$ cat src/include/spi_irq_defines.vh
// register map, field positions, reset values and timing constants of the spi flag and data-port block
`ifndef SPI_IRQ_DEFINES_VH
`define SPI_IRQ_DEFINES_VH

// ----------------------------------------------------------------------------
// register offsets (3-bit port address)
// ----------------------------------------------------------------------------
`define OFS_CTRL_A 3'h0
`define OFS_CTRL_B 3'h1
`define OFS_IRQ_EN 3'h2
`define OFS_IRQ_FLAGS 3'h3
`define OFS_DATA 3'h4

// ----------------------------------------------------------------------------
// control bits
// ----------------------------------------------------------------------------
`define CA_ENABLE 0
`define CA_SEL_IS_INPUT 3
`define CA_HOST_MODE 5
`define CB_SELECT_DISABLE 2
`define CB_BUFFERED_MODE_EN 7

// ----------------------------------------------------------------------------
// interrupt enable bits
// ----------------------------------------------------------------------------
`define IE_RX_DONE 7
`define IE_TX_DONE 6
`define IE_TX_BUF_EMPTY 5
`define IE_SELECT_TRIGGER 4
`define IE_GENERAL 0

// ----------------------------------------------------------------------------
// flag bits, normal and buffered layouts
// ----------------------------------------------------------------------------
`define FN_BYTE_DONE 7
`define FN_WRITE_COLLISION 6
`define FB_RX_DONE 7
`define FB_TX_DONE 6
`define FB_TX_BUF_EMPTY 5
`define FB_SELECT_TRIGGER 4
`define FB_RX_OVERFLOW 0

// ----------------------------------------------------------------------------
// reset values and counts
// ----------------------------------------------------------------------------
`define RST_BYTE 8'h00
`define RST_CNT4 4'h0
`define RST_CNT2 2'h0
`define BITS_PER_BYTE_M1 4'h7
`define RX_DEPTH 2'h2
`define RX_ONE 2'h1

// ----------------------------------------------------------------------------
// timing: host serial clock half period
// ----------------------------------------------------------------------------
`define CLK_PERIOD_NS 40
`define SCK_HALF_NS 160
`define SCK_HALF_CYC ((`SCK_HALF_NS + `CLK_PERIOD_NS - 1) / `CLK_PERIOD_NS)

`endif

$ cat src/core/spi_irq_flags_data_port.v
// spi interrupt enable, flag and data-port logic with a compact mode-0 byte shifter
`timescale 1ns/10ps
// How it works
// - buffered mode: rx-done enable bit 7 gates rx-done flag; reads zero in normal mode
// - buffered mode: tx-done enable bit 6 gates tx-done flag; reads zero in normal mode
// - buffered mode: buffer-empty enable bit 5 gates buffer-empty flag; zero in normal mode
// - buffered mode: select-trigger enable bit 4 gates its flag; zero in normal mode
// - normal mode: general enable bit 0 lets byte-complete flag raise the interrupt
// - request is high while a flag and its enable are set, until flag clears
// - normal mode: byte-complete flag sets when a full byte has shifted
// - normal mode: byte-complete also sets when select input pulled low in host mode, unless select disabled
// - byte-complete clears on vector taken, or flag read then data-port access
// - write collision sets on data write mid-byte; clears by flag read then data access
// - rx-done flag follows unread receive data; writing one flushes it
// - tx-done sets when shifter empties with no byte waiting; cleared by writing one
// - buffer-empty reads one when transmit buffer empty; data write clears it
// - select-trigger sets on forced fall to client, unless select disabled; write one clears
// - overflow bit 0 sets when both receive entries full and a third byte completes
// - with no transmit data pending, overflow waits for the next transfer start
// - overflow clears on data-port read or by writing one
// - data write starts transfer as host; as client it only stages the byte
// - normal mode: writes load shifter, reads return receive data register
// - buffered mode: writes go to tx buffer; reads pop the two-entry receive buffer
// - select input low in host mode clears host bit unless select disabled; software must set it again
// - buffered mode offers two receive entries and one transmit entry
`include "spi_irq_defines.vh"

module spi_irq_flags_data_port (
	input wire clk_sys,
	input wire sys_rst,
	input wire [2:0] regAddr,
	input wire [7:0] regWrData,
	input wire regWr,
	input wire regRd,
	output reg [7:0] regRdData,
	output reg irqReq,
	input wire irqAck,
	input wire sckIn,
	output reg sckOut,
	output reg sckOe,
	input wire sdiIn,
	output reg sdoOut,
	output reg sdoOe,
	input wire selectN
);

	localparam integer HALF_CYC_M1 = `SCK_HALF_CYC - 1;
	localparam [3:0] HALF_M1 = HALF_CYC_M1[3:0];

	// ------------------------------------------------------------------------
	// input synchronisers
	// ------------------------------------------------------------------------
	reg [2:0] sckSync;
	reg [1:0] sdiSync;
	reg [1:0] selSync;

	// first stage of each chain is only read by the second
	always @(posedge clk_sys or posedge sys_rst) begin
		if (sys_rst) begin
			sckSync <= 3'h0;
			sdiSync <= 2'h0;
			selSync <= 2'h3;
		end else begin
			sckSync <= {sckSync[1:0], sckIn};
			sdiSync <= {sdiSync[0], sdiIn};
			selSync <= {selSync[0], selectN};
		end
	end

	// ------------------------------------------------------------------------
	// state declarations
	// ------------------------------------------------------------------------
	reg enable;
	reg selIsInput;
	reg hostMode;
	reg bufferedModeEn;
	reg selectDisable;
	reg rxDoneIrqEn;
	reg txDoneIrqEn;
	reg txBufEmptyIrqEn;
	reg selectTriggerIrqEn;
	reg generalIrqEn;
	reg byteDoneFlag;
	reg writeCollisionFlag;
	reg armByteDone;
	reg armCollision;
	reg txDoneFlag;
	reg selectTriggerFlag;
	reg rxOverflowFlag;
	reg ovfPending;
	reg [7:0] txBuf;
	reg txBufValid;
	reg [7:0] rxDataReg;
	reg [7:0] rxBuf0;
	reg [7:0] rxBuf1;
	reg [1:0] rxCount;
	reg [7:0] shiftReg;
	reg sampleBit;
	reg [3:0] bitCnt;
	reg [3:0] divCnt;
	reg hostBusy;

	// ------------------------------------------------------------------------
	// register port decode
	// ------------------------------------------------------------------------
	wire wrCtrlA = regWr && (regAddr == `OFS_CTRL_A);
	wire wrCtrlB = regWr && (regAddr == `OFS_CTRL_B);
	wire wrIrqEn = regWr && (regAddr == `OFS_IRQ_EN);
	wire wrFlags = regWr && (regAddr == `OFS_IRQ_FLAGS);
	wire wrData = regWr && (regAddr == `OFS_DATA);
	wire rdFlags = regRd && (regAddr == `OFS_IRQ_FLAGS);
	wire rdData = regRd && (regAddr == `OFS_DATA);
	wire dataAccess = wrData || rdData;

	// write-one-to-clear strobes only act in buffered mode
	wire clrRxDone = wrFlags && bufferedModeEn && regWrData[`FB_RX_DONE];
	wire clrTxDone = wrFlags && bufferedModeEn && regWrData[`FB_TX_DONE];
	wire clrSelTrig = wrFlags && bufferedModeEn && regWrData[`FB_SELECT_TRIGGER];
	wire clrOverflow = wrFlags && bufferedModeEn && regWrData[`FB_RX_OVERFLOW];

	// ------------------------------------------------------------------------
	// shifter event terms
	// ------------------------------------------------------------------------
	wire selLow = ~selSync[1];
	wire sckRise = sckSync[1] & ~sckSync[2];
	wire sckFall = ~sckSync[1] & sckSync[2];
	wire clientActive = enable & ~hostMode & selLow;
	wire hostTick = hostBusy & hostMode & (divCnt == HALF_M1);
	wire shiftRise = (hostTick & ~sckOut) | (clientActive & sckRise);
	wire shiftFall = (hostTick & sckOut) | (clientActive & sckFall);
	wire byteDone = shiftFall & (bitCnt == `BITS_PER_BYTE_M1);
	wire [7:0] rxByte = {shiftReg[6:0], sampleBit};
	wire engineBusy = hostBusy | (bitCnt != `RST_CNT4);
	wire transferStart = shiftRise & (bitCnt == `RST_CNT4);

	// select pulled low while host: fault only when pin is an input and not disabled
	wire selFault = enable & hostMode & selIsInput & ~selectDisable & selLow;

	// client deselected mid-byte drops the partial byte
	wire clientAbort = ~hostMode & ~selLow & (bitCnt != `RST_CNT4);

	// normal-mode write: collision if a byte is still moving
	wire collide = wrData & ~bufferedModeEn & engineBusy;
	wire loadDirect = wrData & ~bufferedModeEn & ~engineBusy;
	wire loadFromBuf = bufferedModeEn & txBufValid & ~engineBusy & enable & ~selFault;
	wire loadShift = loadDirect | loadFromBuf;
	wire [7:0] loadValue = bufferedModeEn ? txBuf : regWrData;

	// receive buffer occupancy after a possible pop in this cycle
	wire rxPop = rdData & bufferedModeEn & (rxCount != `RST_CNT2);
	wire [1:0] rxAfterPop = rxPop ? (rxCount - `RX_ONE) : (clrRxDone ? `RST_CNT2 : rxCount);
	wire rxPush = byteDone & bufferedModeEn;
	wire rxLost = rxPush & (rxAfterPop == `RX_DEPTH);

	// ------------------------------------------------------------------------
	// control and enable registers
	// ------------------------------------------------------------------------
	always @(posedge clk_sys or posedge sys_rst) begin
		if (sys_rst) begin
			enable <= 1'b0;
			selIsInput <= 1'b0;
			hostMode <= 1'b0;
			bufferedModeEn <= 1'b0;
			selectDisable <= 1'b0;
			rxDoneIrqEn <= 1'b0;
			txDoneIrqEn <= 1'b0;
			txBufEmptyIrqEn <= 1'b0;
			selectTriggerIrqEn <= 1'b0;
			generalIrqEn <= 1'b0;
		end else begin
			if (wrCtrlA) begin
				enable <= regWrData[`CA_ENABLE];
				selIsInput <= regWrData[`CA_SEL_IS_INPUT];
			end
			// the fault wins over a same-cycle write; software rewrites the bit to resume
			if (selFault) begin
				hostMode <= 1'b0;
			end else if (wrCtrlA) begin
				hostMode <= regWrData[`CA_HOST_MODE];
			end
			if (wrCtrlB) begin
				bufferedModeEn <= regWrData[`CB_BUFFERED_MODE_EN];
				selectDisable <= regWrData[`CB_SELECT_DISABLE];
			end
			if (wrIrqEn) begin
				rxDoneIrqEn <= regWrData[`IE_RX_DONE];
				txDoneIrqEn <= regWrData[`IE_TX_DONE];
				txBufEmptyIrqEn <= regWrData[`IE_TX_BUF_EMPTY];
				selectTriggerIrqEn <= regWrData[`IE_SELECT_TRIGGER];
				generalIrqEn <= regWrData[`IE_GENERAL];
			end
		end
	end

	// ------------------------------------------------------------------------
	// shift engine: mode 0, msb first, sample on rise, shift on fall
	// ------------------------------------------------------------------------
	always @(posedge clk_sys or posedge sys_rst) begin
		if (sys_rst) begin
			shiftReg <= `RST_BYTE;
			sampleBit <= 1'b0;
			bitCnt <= `RST_CNT4;
			divCnt <= `RST_CNT4;
			hostBusy <= 1'b0;
			sckOut <= 1'b0;
		end else if (selFault || clientAbort || !enable) begin
			// abort leaves the shifter contents but stops the byte
			bitCnt <= `RST_CNT4;
			divCnt <= `RST_CNT4;
			hostBusy <= 1'b0;
			sckOut <= 1'b0;
		end else begin
			if (loadShift) begin
				shiftReg <= loadValue;
				hostBusy <= hostMode;
				divCnt <= `RST_CNT4;
			end else if (hostBusy) begin
				divCnt <= hostTick ? `RST_CNT4 : divCnt + 4'h1;
				if (hostTick) begin
					sckOut <= ~sckOut;
				end
			end
			if (shiftRise) begin
				sampleBit <= sdiSync[1];
			end
			if (shiftFall) begin
				shiftReg <= rxByte;
				bitCnt <= byteDone ? `RST_CNT4 : bitCnt + 4'h1;
				if (byteDone) begin
					hostBusy <= 1'b0;
				end
			end
		end
	end

	// ------------------------------------------------------------------------
	// transmit buffer and receive path
	// ------------------------------------------------------------------------
	always @(posedge clk_sys or posedge sys_rst) begin
		if (sys_rst) begin
			txBuf <= `RST_BYTE;
			txBufValid <= 1'b0;
			rxDataReg <= `RST_BYTE;
			rxBuf0 <= `RST_BYTE;
			rxBuf1 <= `RST_BYTE;
			rxCount <= `RST_CNT2;
		end else begin
			// a write in the cycle the old byte moves out keeps the buffer full
			if (wrData && bufferedModeEn) begin
				txBuf <= regWrData;
				txBufValid <= 1'b1;
			end else if (loadFromBuf) begin
				txBufValid <= 1'b0;
			end
			if (byteDone && !bufferedModeEn) begin
				rxDataReg <= rxByte;
			end
			// pop moves the second entry forward before any push lands
			if (rxPop) begin
				rxBuf0 <= rxBuf1;
			end
			if (rxPush && (rxAfterPop == `RST_CNT2)) begin
				rxBuf0 <= rxByte;
			end
			if (rxPush && (rxAfterPop == `RX_ONE)) begin
				rxBuf1 <= rxByte;
			end
			rxCount <= (rxPush && !rxLost) ? rxAfterPop + `RX_ONE : rxAfterPop;
		end
	end

	// ------------------------------------------------------------------------
	// event flags: a set in the same cycle as a clear always wins
	// ------------------------------------------------------------------------
	always @(posedge clk_sys or posedge sys_rst) begin
		if (sys_rst) begin
			byteDoneFlag <= 1'b0;
			writeCollisionFlag <= 1'b0;
			armByteDone <= 1'b0;
			armCollision <= 1'b0;
			txDoneFlag <= 1'b0;
			selectTriggerFlag <= 1'b0;
			rxOverflowFlag <= 1'b0;
			ovfPending <= 1'b0;
		end else begin
			// flag read arms the clear; the next data access performs it
			if (rdFlags && !bufferedModeEn) begin
				armByteDone <= byteDoneFlag;
				armCollision <= writeCollisionFlag;
			end else if (dataAccess) begin
				armByteDone <= 1'b0;
				armCollision <= 1'b0;
			end
			if ((byteDone || selFault) && !bufferedModeEn) begin
				byteDoneFlag <= 1'b1;
			end else if (irqAck || (dataAccess && armByteDone)) begin
				byteDoneFlag <= 1'b0;
			end
			if (collide) begin
				writeCollisionFlag <= 1'b1;
			end else if (dataAccess && armCollision) begin
				writeCollisionFlag <= 1'b0;
			end
			// a byte that finished with nothing queued ends the stream
			if (byteDone && bufferedModeEn && !txBufValid) begin
				txDoneFlag <= 1'b1;
			end else if (clrTxDone) begin
				txDoneFlag <= 1'b0;
			end
			if (selFault && bufferedModeEn) begin
				selectTriggerFlag <= 1'b1;
			end else if (clrSelTrig) begin
				selectTriggerFlag <= 1'b0;
			end
			// without queued data the loss is only reported once traffic resumes
			if (rxLost && !txBufValid) begin
				ovfPending <= 1'b1;
			end else if (transferStart || !bufferedModeEn) begin
				ovfPending <= 1'b0;
			end
			if ((rxLost && txBufValid) || (ovfPending && transferStart)) begin
				rxOverflowFlag <= 1'b1;
			end else if (rxPop || (rdData && bufferedModeEn) || clrOverflow) begin
				rxOverflowFlag <= 1'b0;
			end
		end
	end

	// ------------------------------------------------------------------------
	// read views: enables and flags depend on buffered mode
	// ------------------------------------------------------------------------
	wire rxDoneFlag = (rxCount != `RST_CNT2);
	wire txBufEmptyFlag = ~txBufValid;
	wire [7:0] irqEnView = {rxDoneIrqEn & bufferedModeEn, txDoneIrqEn & bufferedModeEn,
		txBufEmptyIrqEn & bufferedModeEn, selectTriggerIrqEn & bufferedModeEn,
		3'h0, generalIrqEn};
	wire [7:0] flagsNormal = {byteDoneFlag, writeCollisionFlag, 6'h00};
	wire [7:0] flagsBuffered = {rxDoneFlag, txDoneFlag, txBufEmptyFlag, selectTriggerFlag,
		3'h0, rxOverflowFlag};

	// merged request; only enables visible in the current mode count
	wire nextIrq = bufferedModeEn ?
		((rxDoneFlag & irqEnView[`IE_RX_DONE]) | (txDoneFlag & irqEnView[`IE_TX_DONE]) |
		(txBufEmptyFlag & irqEnView[`IE_TX_BUF_EMPTY]) |
		(selectTriggerFlag & irqEnView[`IE_SELECT_TRIGGER])) :
		(byteDoneFlag & generalIrqEn);

	reg [7:0] next_rdData;

	// read mux for the one-cycle-late read data
	always @* begin
		next_rdData = `RST_BYTE;
		case (regAddr)
			`OFS_CTRL_A: begin
				next_rdData = {2'h0, hostMode, 1'b0, selIsInput, 2'h0, enable};
			end
			`OFS_CTRL_B: begin
				next_rdData = {bufferedModeEn, 4'h0, selectDisable, 2'h0};
			end
			`OFS_IRQ_EN: begin
				next_rdData = irqEnView;
			end
			`OFS_IRQ_FLAGS: begin
				next_rdData = bufferedModeEn ? flagsBuffered : flagsNormal;
			end
			`OFS_DATA: begin
				next_rdData = bufferedModeEn ? rxBuf0 : rxDataReg;
			end
			default: begin
				next_rdData = `RST_BYTE;
			end
		endcase
	end

	// ------------------------------------------------------------------------
	// registered outputs
	// ------------------------------------------------------------------------
	always @(posedge clk_sys or posedge sys_rst) begin
		if (sys_rst) begin
			regRdData <= `RST_BYTE;
			irqReq <= 1'b0;
			sckOe <= 1'b0;
			sdoOut <= 1'b0;
			sdoOe <= 1'b0;
		end else begin
			regRdData <= regRd ? next_rdData : `RST_BYTE; // valid only in the cycle after a read
			irqReq <= nextIrq;
			sckOe <= enable & hostMode;
			sdoOut <= shiftReg[7];
			sdoOe <= enable & (hostMode | selLow); // client drives only while selected
		end
	end

endmodule

$ cat config.mk
export PLATFORM = sky130hd
export DESIGN_NAME = spi_irq_flags_data_port
export DESIGN_NICKNAME = d
export VERILOG_FILES = /design/src/core/spi_irq_flags_data_port.v
export VERILOG_INCLUDE_DIRS = /design/src /design/src/include
export SDC_FILE = /design/constraint.sdc
export NUM_CORES = 1
export LEC_CHECK = 0
export BUFFER_PORTS_ARGS = -buffer_cell sky130_fd_sc_hd__buf_2
export CELL_PAD_IN_SITES_DETAIL_PLACEMENT = 0
export CELL_PAD_IN_SITES_GLOBAL_PLACEMENT = 1
export CORE_ASPECT_RATIO = 1.5
export CORE_UTILIZATION = 44
export DETAILED_ROUTE_END_ITERATION = 16
export GPL_TIMING_DRIVEN = 0
export PLACE_DENSITY = 0.8
export REMOVE_ABC_BUFFERS = 1
export SLEW_MARGIN = 20
export SYNTH_ARGS = -nofsm -noshare
export SYNTH_HDL_FRONTEND = slang
export SYNTH_SLANG_ARGS = --single-unit
export TNS_END_PERCENT = 20
$ cat constraint.sdc
create_clock -name clk_sys -period 2.5 [get_ports clk_sys]
set_input_delay 0.125 -clock clk_sys [delete_from_list [all_inputs] [get_ports clk_sys]]
set_output_delay 0.125 -clock clk_sys [all_outputs]
set_load 0.01 [all_outputs]
# == After elaboration in Yosys (flattened, before gate mapping) ==
# Cells that the tools add are included.
# op_classes
eq_ne,9
mux,47
n_addsub,4
bitwise_logic,58
reduce_logical,64
# op_table
cell,n
8-bit 2-to-1 mux,8
8-bit one-hot mux with 5 select lines,1
1-bit AND,39
2-bit nonzero test,15
1-bit logical AND,28
1-bit 2-to-1 mux,28
4-bit 2-to-1 mux,7
1-bit inverter,11
1-bit logical OR,9
"4-bit by 1-bit adder with 4-bit output, second input constant",2
1-bit bitwise OR,8
"3-bit by 2-bit equality test with 1-bit output, second input constant",2
2-bit 2-to-1 mux,3
"4-bit by 2-bit equality test with 1-bit output, second input constant",1
"4-bit by 3-bit equality test with 1-bit output, second input constant",1
1-bit zero test,4
4-bit zero test,1
2-bit AND reduction,2
4-bit nonzero test,1
"3-bit by 1-bit equality test with 1-bit output, second input constant",1
"3-bit equality test, second input constant",1
3-bit zero test,1
3-bit AND reduction,1
3-bit nonzero test,1
6 further kinds,6
# totals
out_inout_bits,13
word_cells,220
regBits,91

# == Logic depth before layout (Yosys ltp) ==
# depth
depth_word,11
ltp_mapped,10

# == Worst setup path before layout ==
# Ideal clock, no wire load.
# synth_path
kind,input to register
start,input regAddr[1]
end,register rxBuf0[0]
required_ps,2375
slack_ps,19
setup_ps,125
n_path_buf,1
arrival_ps,2356
stages,8
path_cell_list,or3b_1 clkbuf_1 nor3_4 mux2_2 ha_1 and3_1 nand3_1 mux2_2
# synth_between
elab_chain_len,9
word_cells_on_any_way,14
classes_between,eq/ne (2); mux (3); bitwise (2); reduce/logical (7)
# synth_lines
item,line,text
"start, declared",spi_irq_flags_data_port.v:31,"input wire [2:0] regAddr,"
3-bit by 2-bit equality test with 1-bit output,--,
1-bit logical AND,spi_irq_flags_data_port.v:109,wire wrFlags = regWr && (regAddr == `OFS_IRQ_FLAGS);
1-bit logical AND (2 in series),spi_irq_flags_data_port.v:116,wire clrRxDone = wrFlags && bufferedModeEn && regWrData[`FB_RX_DONE];
2-bit 2-to-1 mux (2 in series),spi_irq_flags_data_port.v:151,wire [1:0] rxAfterPop = rxPop ? (rxCount - `RX_ONE) : (clrRxDone ? `RST_CNT2 : rxCount);
2-bit zero test (no source line),--,
1-bit logical AND,spi_irq_flags_data_port.v:262,if (rxPush && (rxAfterPop == `RST_CNT2)) begin
8-bit 2-to-1 mux / 2-bit nonzero test (equally long branches),--,
"end signal, assigned",spi_irq_flags_data_port.v:244,rxBuf0 <= `RST_BYTE;
"end signal, assigned",spi_irq_flags_data_port.v:260,rxBuf0 <= rxBuf1;
"end signal, assigned",spi_irq_flags_data_port.v:263,rxBuf0 <= rxByte;
"end, declared",spi_irq_flags_data_port.v:94,reg [7:0] rxBuf0;
# Parallel ways exist; a longest one is shown, timed or not.
# A chain may end at the register's enable or synchronous reset.

# == Worst setup path after layout ==
# layout_path
start,register rxCount[0]
end,register rxBuf1[7]
# layout_between
elab_chain_len,5
word_cells_on_any_way,7
classes_between,add/sub (1); eq/ne (1); mux (2); bitwise (1); reduce/logical (2)
# layout_lines
item,line,text
"start, declared",spi_irq_flags_data_port.v:96,reg [1:0] rxCount;
"start signal, assigned",spi_irq_flags_data_port.v:246,rxCount <= `RST_CNT2;
"start signal, assigned",spi_irq_flags_data_port.v:268,rxCount <= (rxPush && !rxLost) ? rxAfterPop + `RX_ONE : rxAfterPop;
branches (longest 2 deep; another with 2-bit by 1-bit subtractor with 2-bit output),--,
2-bit 2-to-1 mux (*),spi_irq_flags_data_port.v:151,
2-bit by 1-bit equality test with 1-bit output (no source line) (*),--,
1-bit logical AND (*),spi_irq_flags_data_port.v:265,if (rxPush && (rxAfterPop == `RX_ONE)) begin
"end signal, assigned",spi_irq_flags_data_port.v:245,rxBuf1 <= `RST_BYTE;
"end signal, assigned",spi_irq_flags_data_port.v:266,rxBuf1 <= rxByte;
"end, declared",spi_irq_flags_data_port.v:95,reg [7:0] rxBuf1;
# Mark *: on every way between the ends.

==> summary.txt <==
most frequent cells in the layout -> dfrtp_1, mux2_2, nand2_1
RePlAce Congestion -> 0.827
RSZ-0062 raised after global routing -> false
Crit Path Class -> register to register
num ports -> 32
Final ANT Viol Nets -> 0
largest net degree at the start of global routing -> 77
initial antenna violation count -> 0
DPL Wire Length -> 7450 microns
Peak Freq -> 415 MHz
drc violations -> 0
CP startpoint kind -> register
Seq/Total Area, Yosys -> 0.506
overall die width -> 84.7 microns
Yosys reg bits -> 91
CP required -> 2.73 ns
GRT Overall Usage -> 0.220
fin util -> 0.534
commonest non-fill, non-tap cell in the layout -> dfrtp_1
vias in the first global route -> 3368
outcome -> finished, final reports clean
Peak VDD IR -> 0.408 mV
Via Count -> 3323
multiplexer share of the synthesized area -> 0.166
starting density of the core -> 0.460
crit end category -> register
# fillers -> 868
Port-buffer cells -> 31
EDFF count, synth -> 0
met3 wire len -> 357 microns
worst path cell trace -> inv_1, ha_1, nor4_1, o21bai_2, ha_1, or4b_4, mux2_4
DRT iter0 DRCs -> 167
Layout Skew -> 0.0102 ns
grt total ovfl -> 0
CP bufs+invs -> 1
Synth Flop Type -> dfrtp_1
Place WS -> -0.739 ns
total CTS buffers -> 9
Synth Warn # -> 0
post-route clock period utilization -> 0.964
async set-reset flop share out of synthesis -> 1.00
Adder-Cell Fraction of Synth Area -> 0.0194
Clk Latency, worst-skew pair -> 0.35 ns
core footprint -> 9800 sq um
CP arrival -> 2.64 ns
n_diodes -> 0
max-slew violation count -> 0
final worst slack -> 0.0896 ns
fraction of layout cells with a size suffix above 1 -> 0.270
Core Rows -> 44
synthesized instance count -> 402
Cell variety after synth -> 56
total power divided by cell area -> 757 nW/um^2
synthesis-to-finish area growth -> 16.0%
Max stage delay on crit path -> 0.59 ns
Post-Route Setup TNS -> 0 ns
Final #Nets -> 462
simple-gate portion of the synthesized area -> 0.130
vias per cell -> 5.98
Met1 Routed Length -> 4510 microns
WL final -> 10700 microns
synthesized area per cell -> 11.2 sq um
post-synth design cell area -> 4510 sq um
Post-Synth XOR/XNOR Area -> 0.00583
CTS clock-pin slew for the worst setup and hold paths -> 0.06 ns
CTS H-tree depth -> 3
root buffer cell -> clkbuf_16
routed wl met2 -> 5530 microns
DIE AREA -> 10700 sq um
Least-Margin Pin Slew -> 0.923 ns
area used by multi-input combinational logic -> 2140 sq um
min-delay worst type -> primary input to register
clk sinks -> 91
Setup violations, final -> 0
worst-path maximum fanout -> 8
first-pass GRT wire length -> 17700 microns
Pre-Repair DR Iteration Count -> 10
Compound-Gate Fraction of Synth Area -> 0.141
Min Clock Period, post-route -> 2.41 ns
Chip Height -> 126 microns
Reg area -> 2280 sq um
max-cap violation count -> 0
largest family of logic cells by synthesized area -> multiplexers
Crit-path slowest cell -> or4b_4
DR WL/cell -> 19.3 microns
Leakage -> 2.41 nW
CTS tree -> yes
CTS Buffer Depth -> 2
top routing layer used -> met4
Slew headroom -> 0.382
kind of cell adding the most delay to the critical path -> simple AND/OR/NAND/NOR gates
final hold vios -> 0
CP most frequent cell -> ha_1
-- cells in the mapped netlist, types with 3 or more instances --
cell type / number / share of area
o211ai_1: 19 / 0.032
nand2_1: 33 / 0.027
mux2_2: 40 / 0.10
nor2_1: 18 / 0.015
nand3_1: 7 / 0.0078
a22o_1: 6 / 0.012
inv_1: 16 / 0.013
mux2i_1: 18 / 0.040
nor3_1: 10 / 0.011
and3_1: 8 / 0.011
a21oi_1: 16 / 0.018
a211oi_1: 12 / 0.020
nand3b_1: 3 / 0.0050
nor2b_1: 5 / 0.0069
a211o_1: 3 / 0.0058
o21ai_0: 11 / 0.012
nor3b_1: 3 / 0.0050
dfrtp_1: 89 / 0.49
mux2_4: 8 / 0.027
nand2b_1: 3 / 0.0042
ha_1: 7 / 0.019
a22oi_1: 9 / 0.015
clkbuf_1: 17 / 0.014
-- routing by layer --
layer | track usage | vias to the layer above
li1 | - | 1546
met5 | 0 | -
met4 | 0.102 | 0
met3 | 0.0413 | 24
met2 | 0.368 | 76
met1 | 0.273 | 1677
-- worst reg2reg max path: cells and delay by family (launching register included) --
| family | cells | cell delay (ns) |
|---|---|---|
| simple gates | 2 | 0.89 |
| fa+ha+maj | 2 | 0.46 |
| compound gates | 1 | 0.20 |
| mux | 1 | 0.34 |
| flops | 1 | 0.37 |
| buf+inv | 1 | 0.06 |
-- final timing paths --
kind / end / start / slack, ns / cells past startpoint
worst min-delay path: txBuf[1] / regWrData[1] / 0.02 / 2
worst max-delay path: rxBuf1[7] / rxCount[0] / 0.09 / 7
min in group asynchronous: rxBuf1[3] / sys_rst / 0.24 / 3
max in group asynchronous: selSync[1] / sys_rst / 1.60 / 4
worst max register to register: rxBuf1[7] / rxCount[0] / 0.09 / 7
worst min register to register: sdiSync[1] / sdiSync[0] / 0.35 / 0
-- report_power, final --
| group | leakage [nW] | total [mW] | switching, mW | internal (mW) |
|---|---|---|---|---|
| logic | 1.09 | 0.708 | 0.386 | 0.321 |
| registers | 1.17 | 1.81 | 0.174 | 1.64 |
| clock network | 0.153 | 1.44 | 0.568 | 0.875 |
-- area by class of cell --
| class | count | area share |
|---|---|---|
| clock buffer | 11 | 0.0445 |
| clock inverter | 5 | 0.0151 |
| tap | 115 | 0.0275 |
| timing repair buffer | 43 | 0.0560 |
| sequential | 91 | 0.436 |
| inverter | 16 | 0.0124 |
| multi-input combinational | 275 | 0.409 |
-- sequential cells by signal, summed over array words and instances, names as in the netlist, 2 cells and up --
name	flops
regRdData	8
rxBuf0	8
rxBuf1	8
rxDataReg	8
shiftReg	8
txBuf	8
bitCnt	4
divCnt	4
sckSync	3
rxCount	2
sdiSync	2
selSync	2
-- logic make-up (layout without fill, tap and decap cells) --
kind of cell,Yosys count,after routing
xor+xnor,3,3
compound gates,91,91
buf+inv,36,75
mux,66,66
fa+ha+maj,7,7
flops,91,91
simple gates,108,108
-- timing repair --
item / CTS / global route
hold buffers: 4 / 0
hold endpoints to repair: 18 / 0
resized for setup: 5 / 4
endpoints found under the setup margin: 35 / 30
pin swaps: 3 / 0
setup buffers: 4 / 1
-- metrics by stage --
step / hold slack, ns / area, sq um / power, mW / std cells
6_report: 0.0216 / 5230 / 3.96 / 556
5_1_grt: 0.0288 / 5230 / 4.14 / 556
4_1_cts: 0.0192 / 5200 / 3.97 / 555
3_5_place_dp: 0.0634 / 4800 / 2.52 / 531
3_3_place_gp: 0.230 / 4720 / 2.47 / 528
2_1_floorplan: 0.129 / 4430 / 2.25 / 382
(Power assumes the default switching activity.)
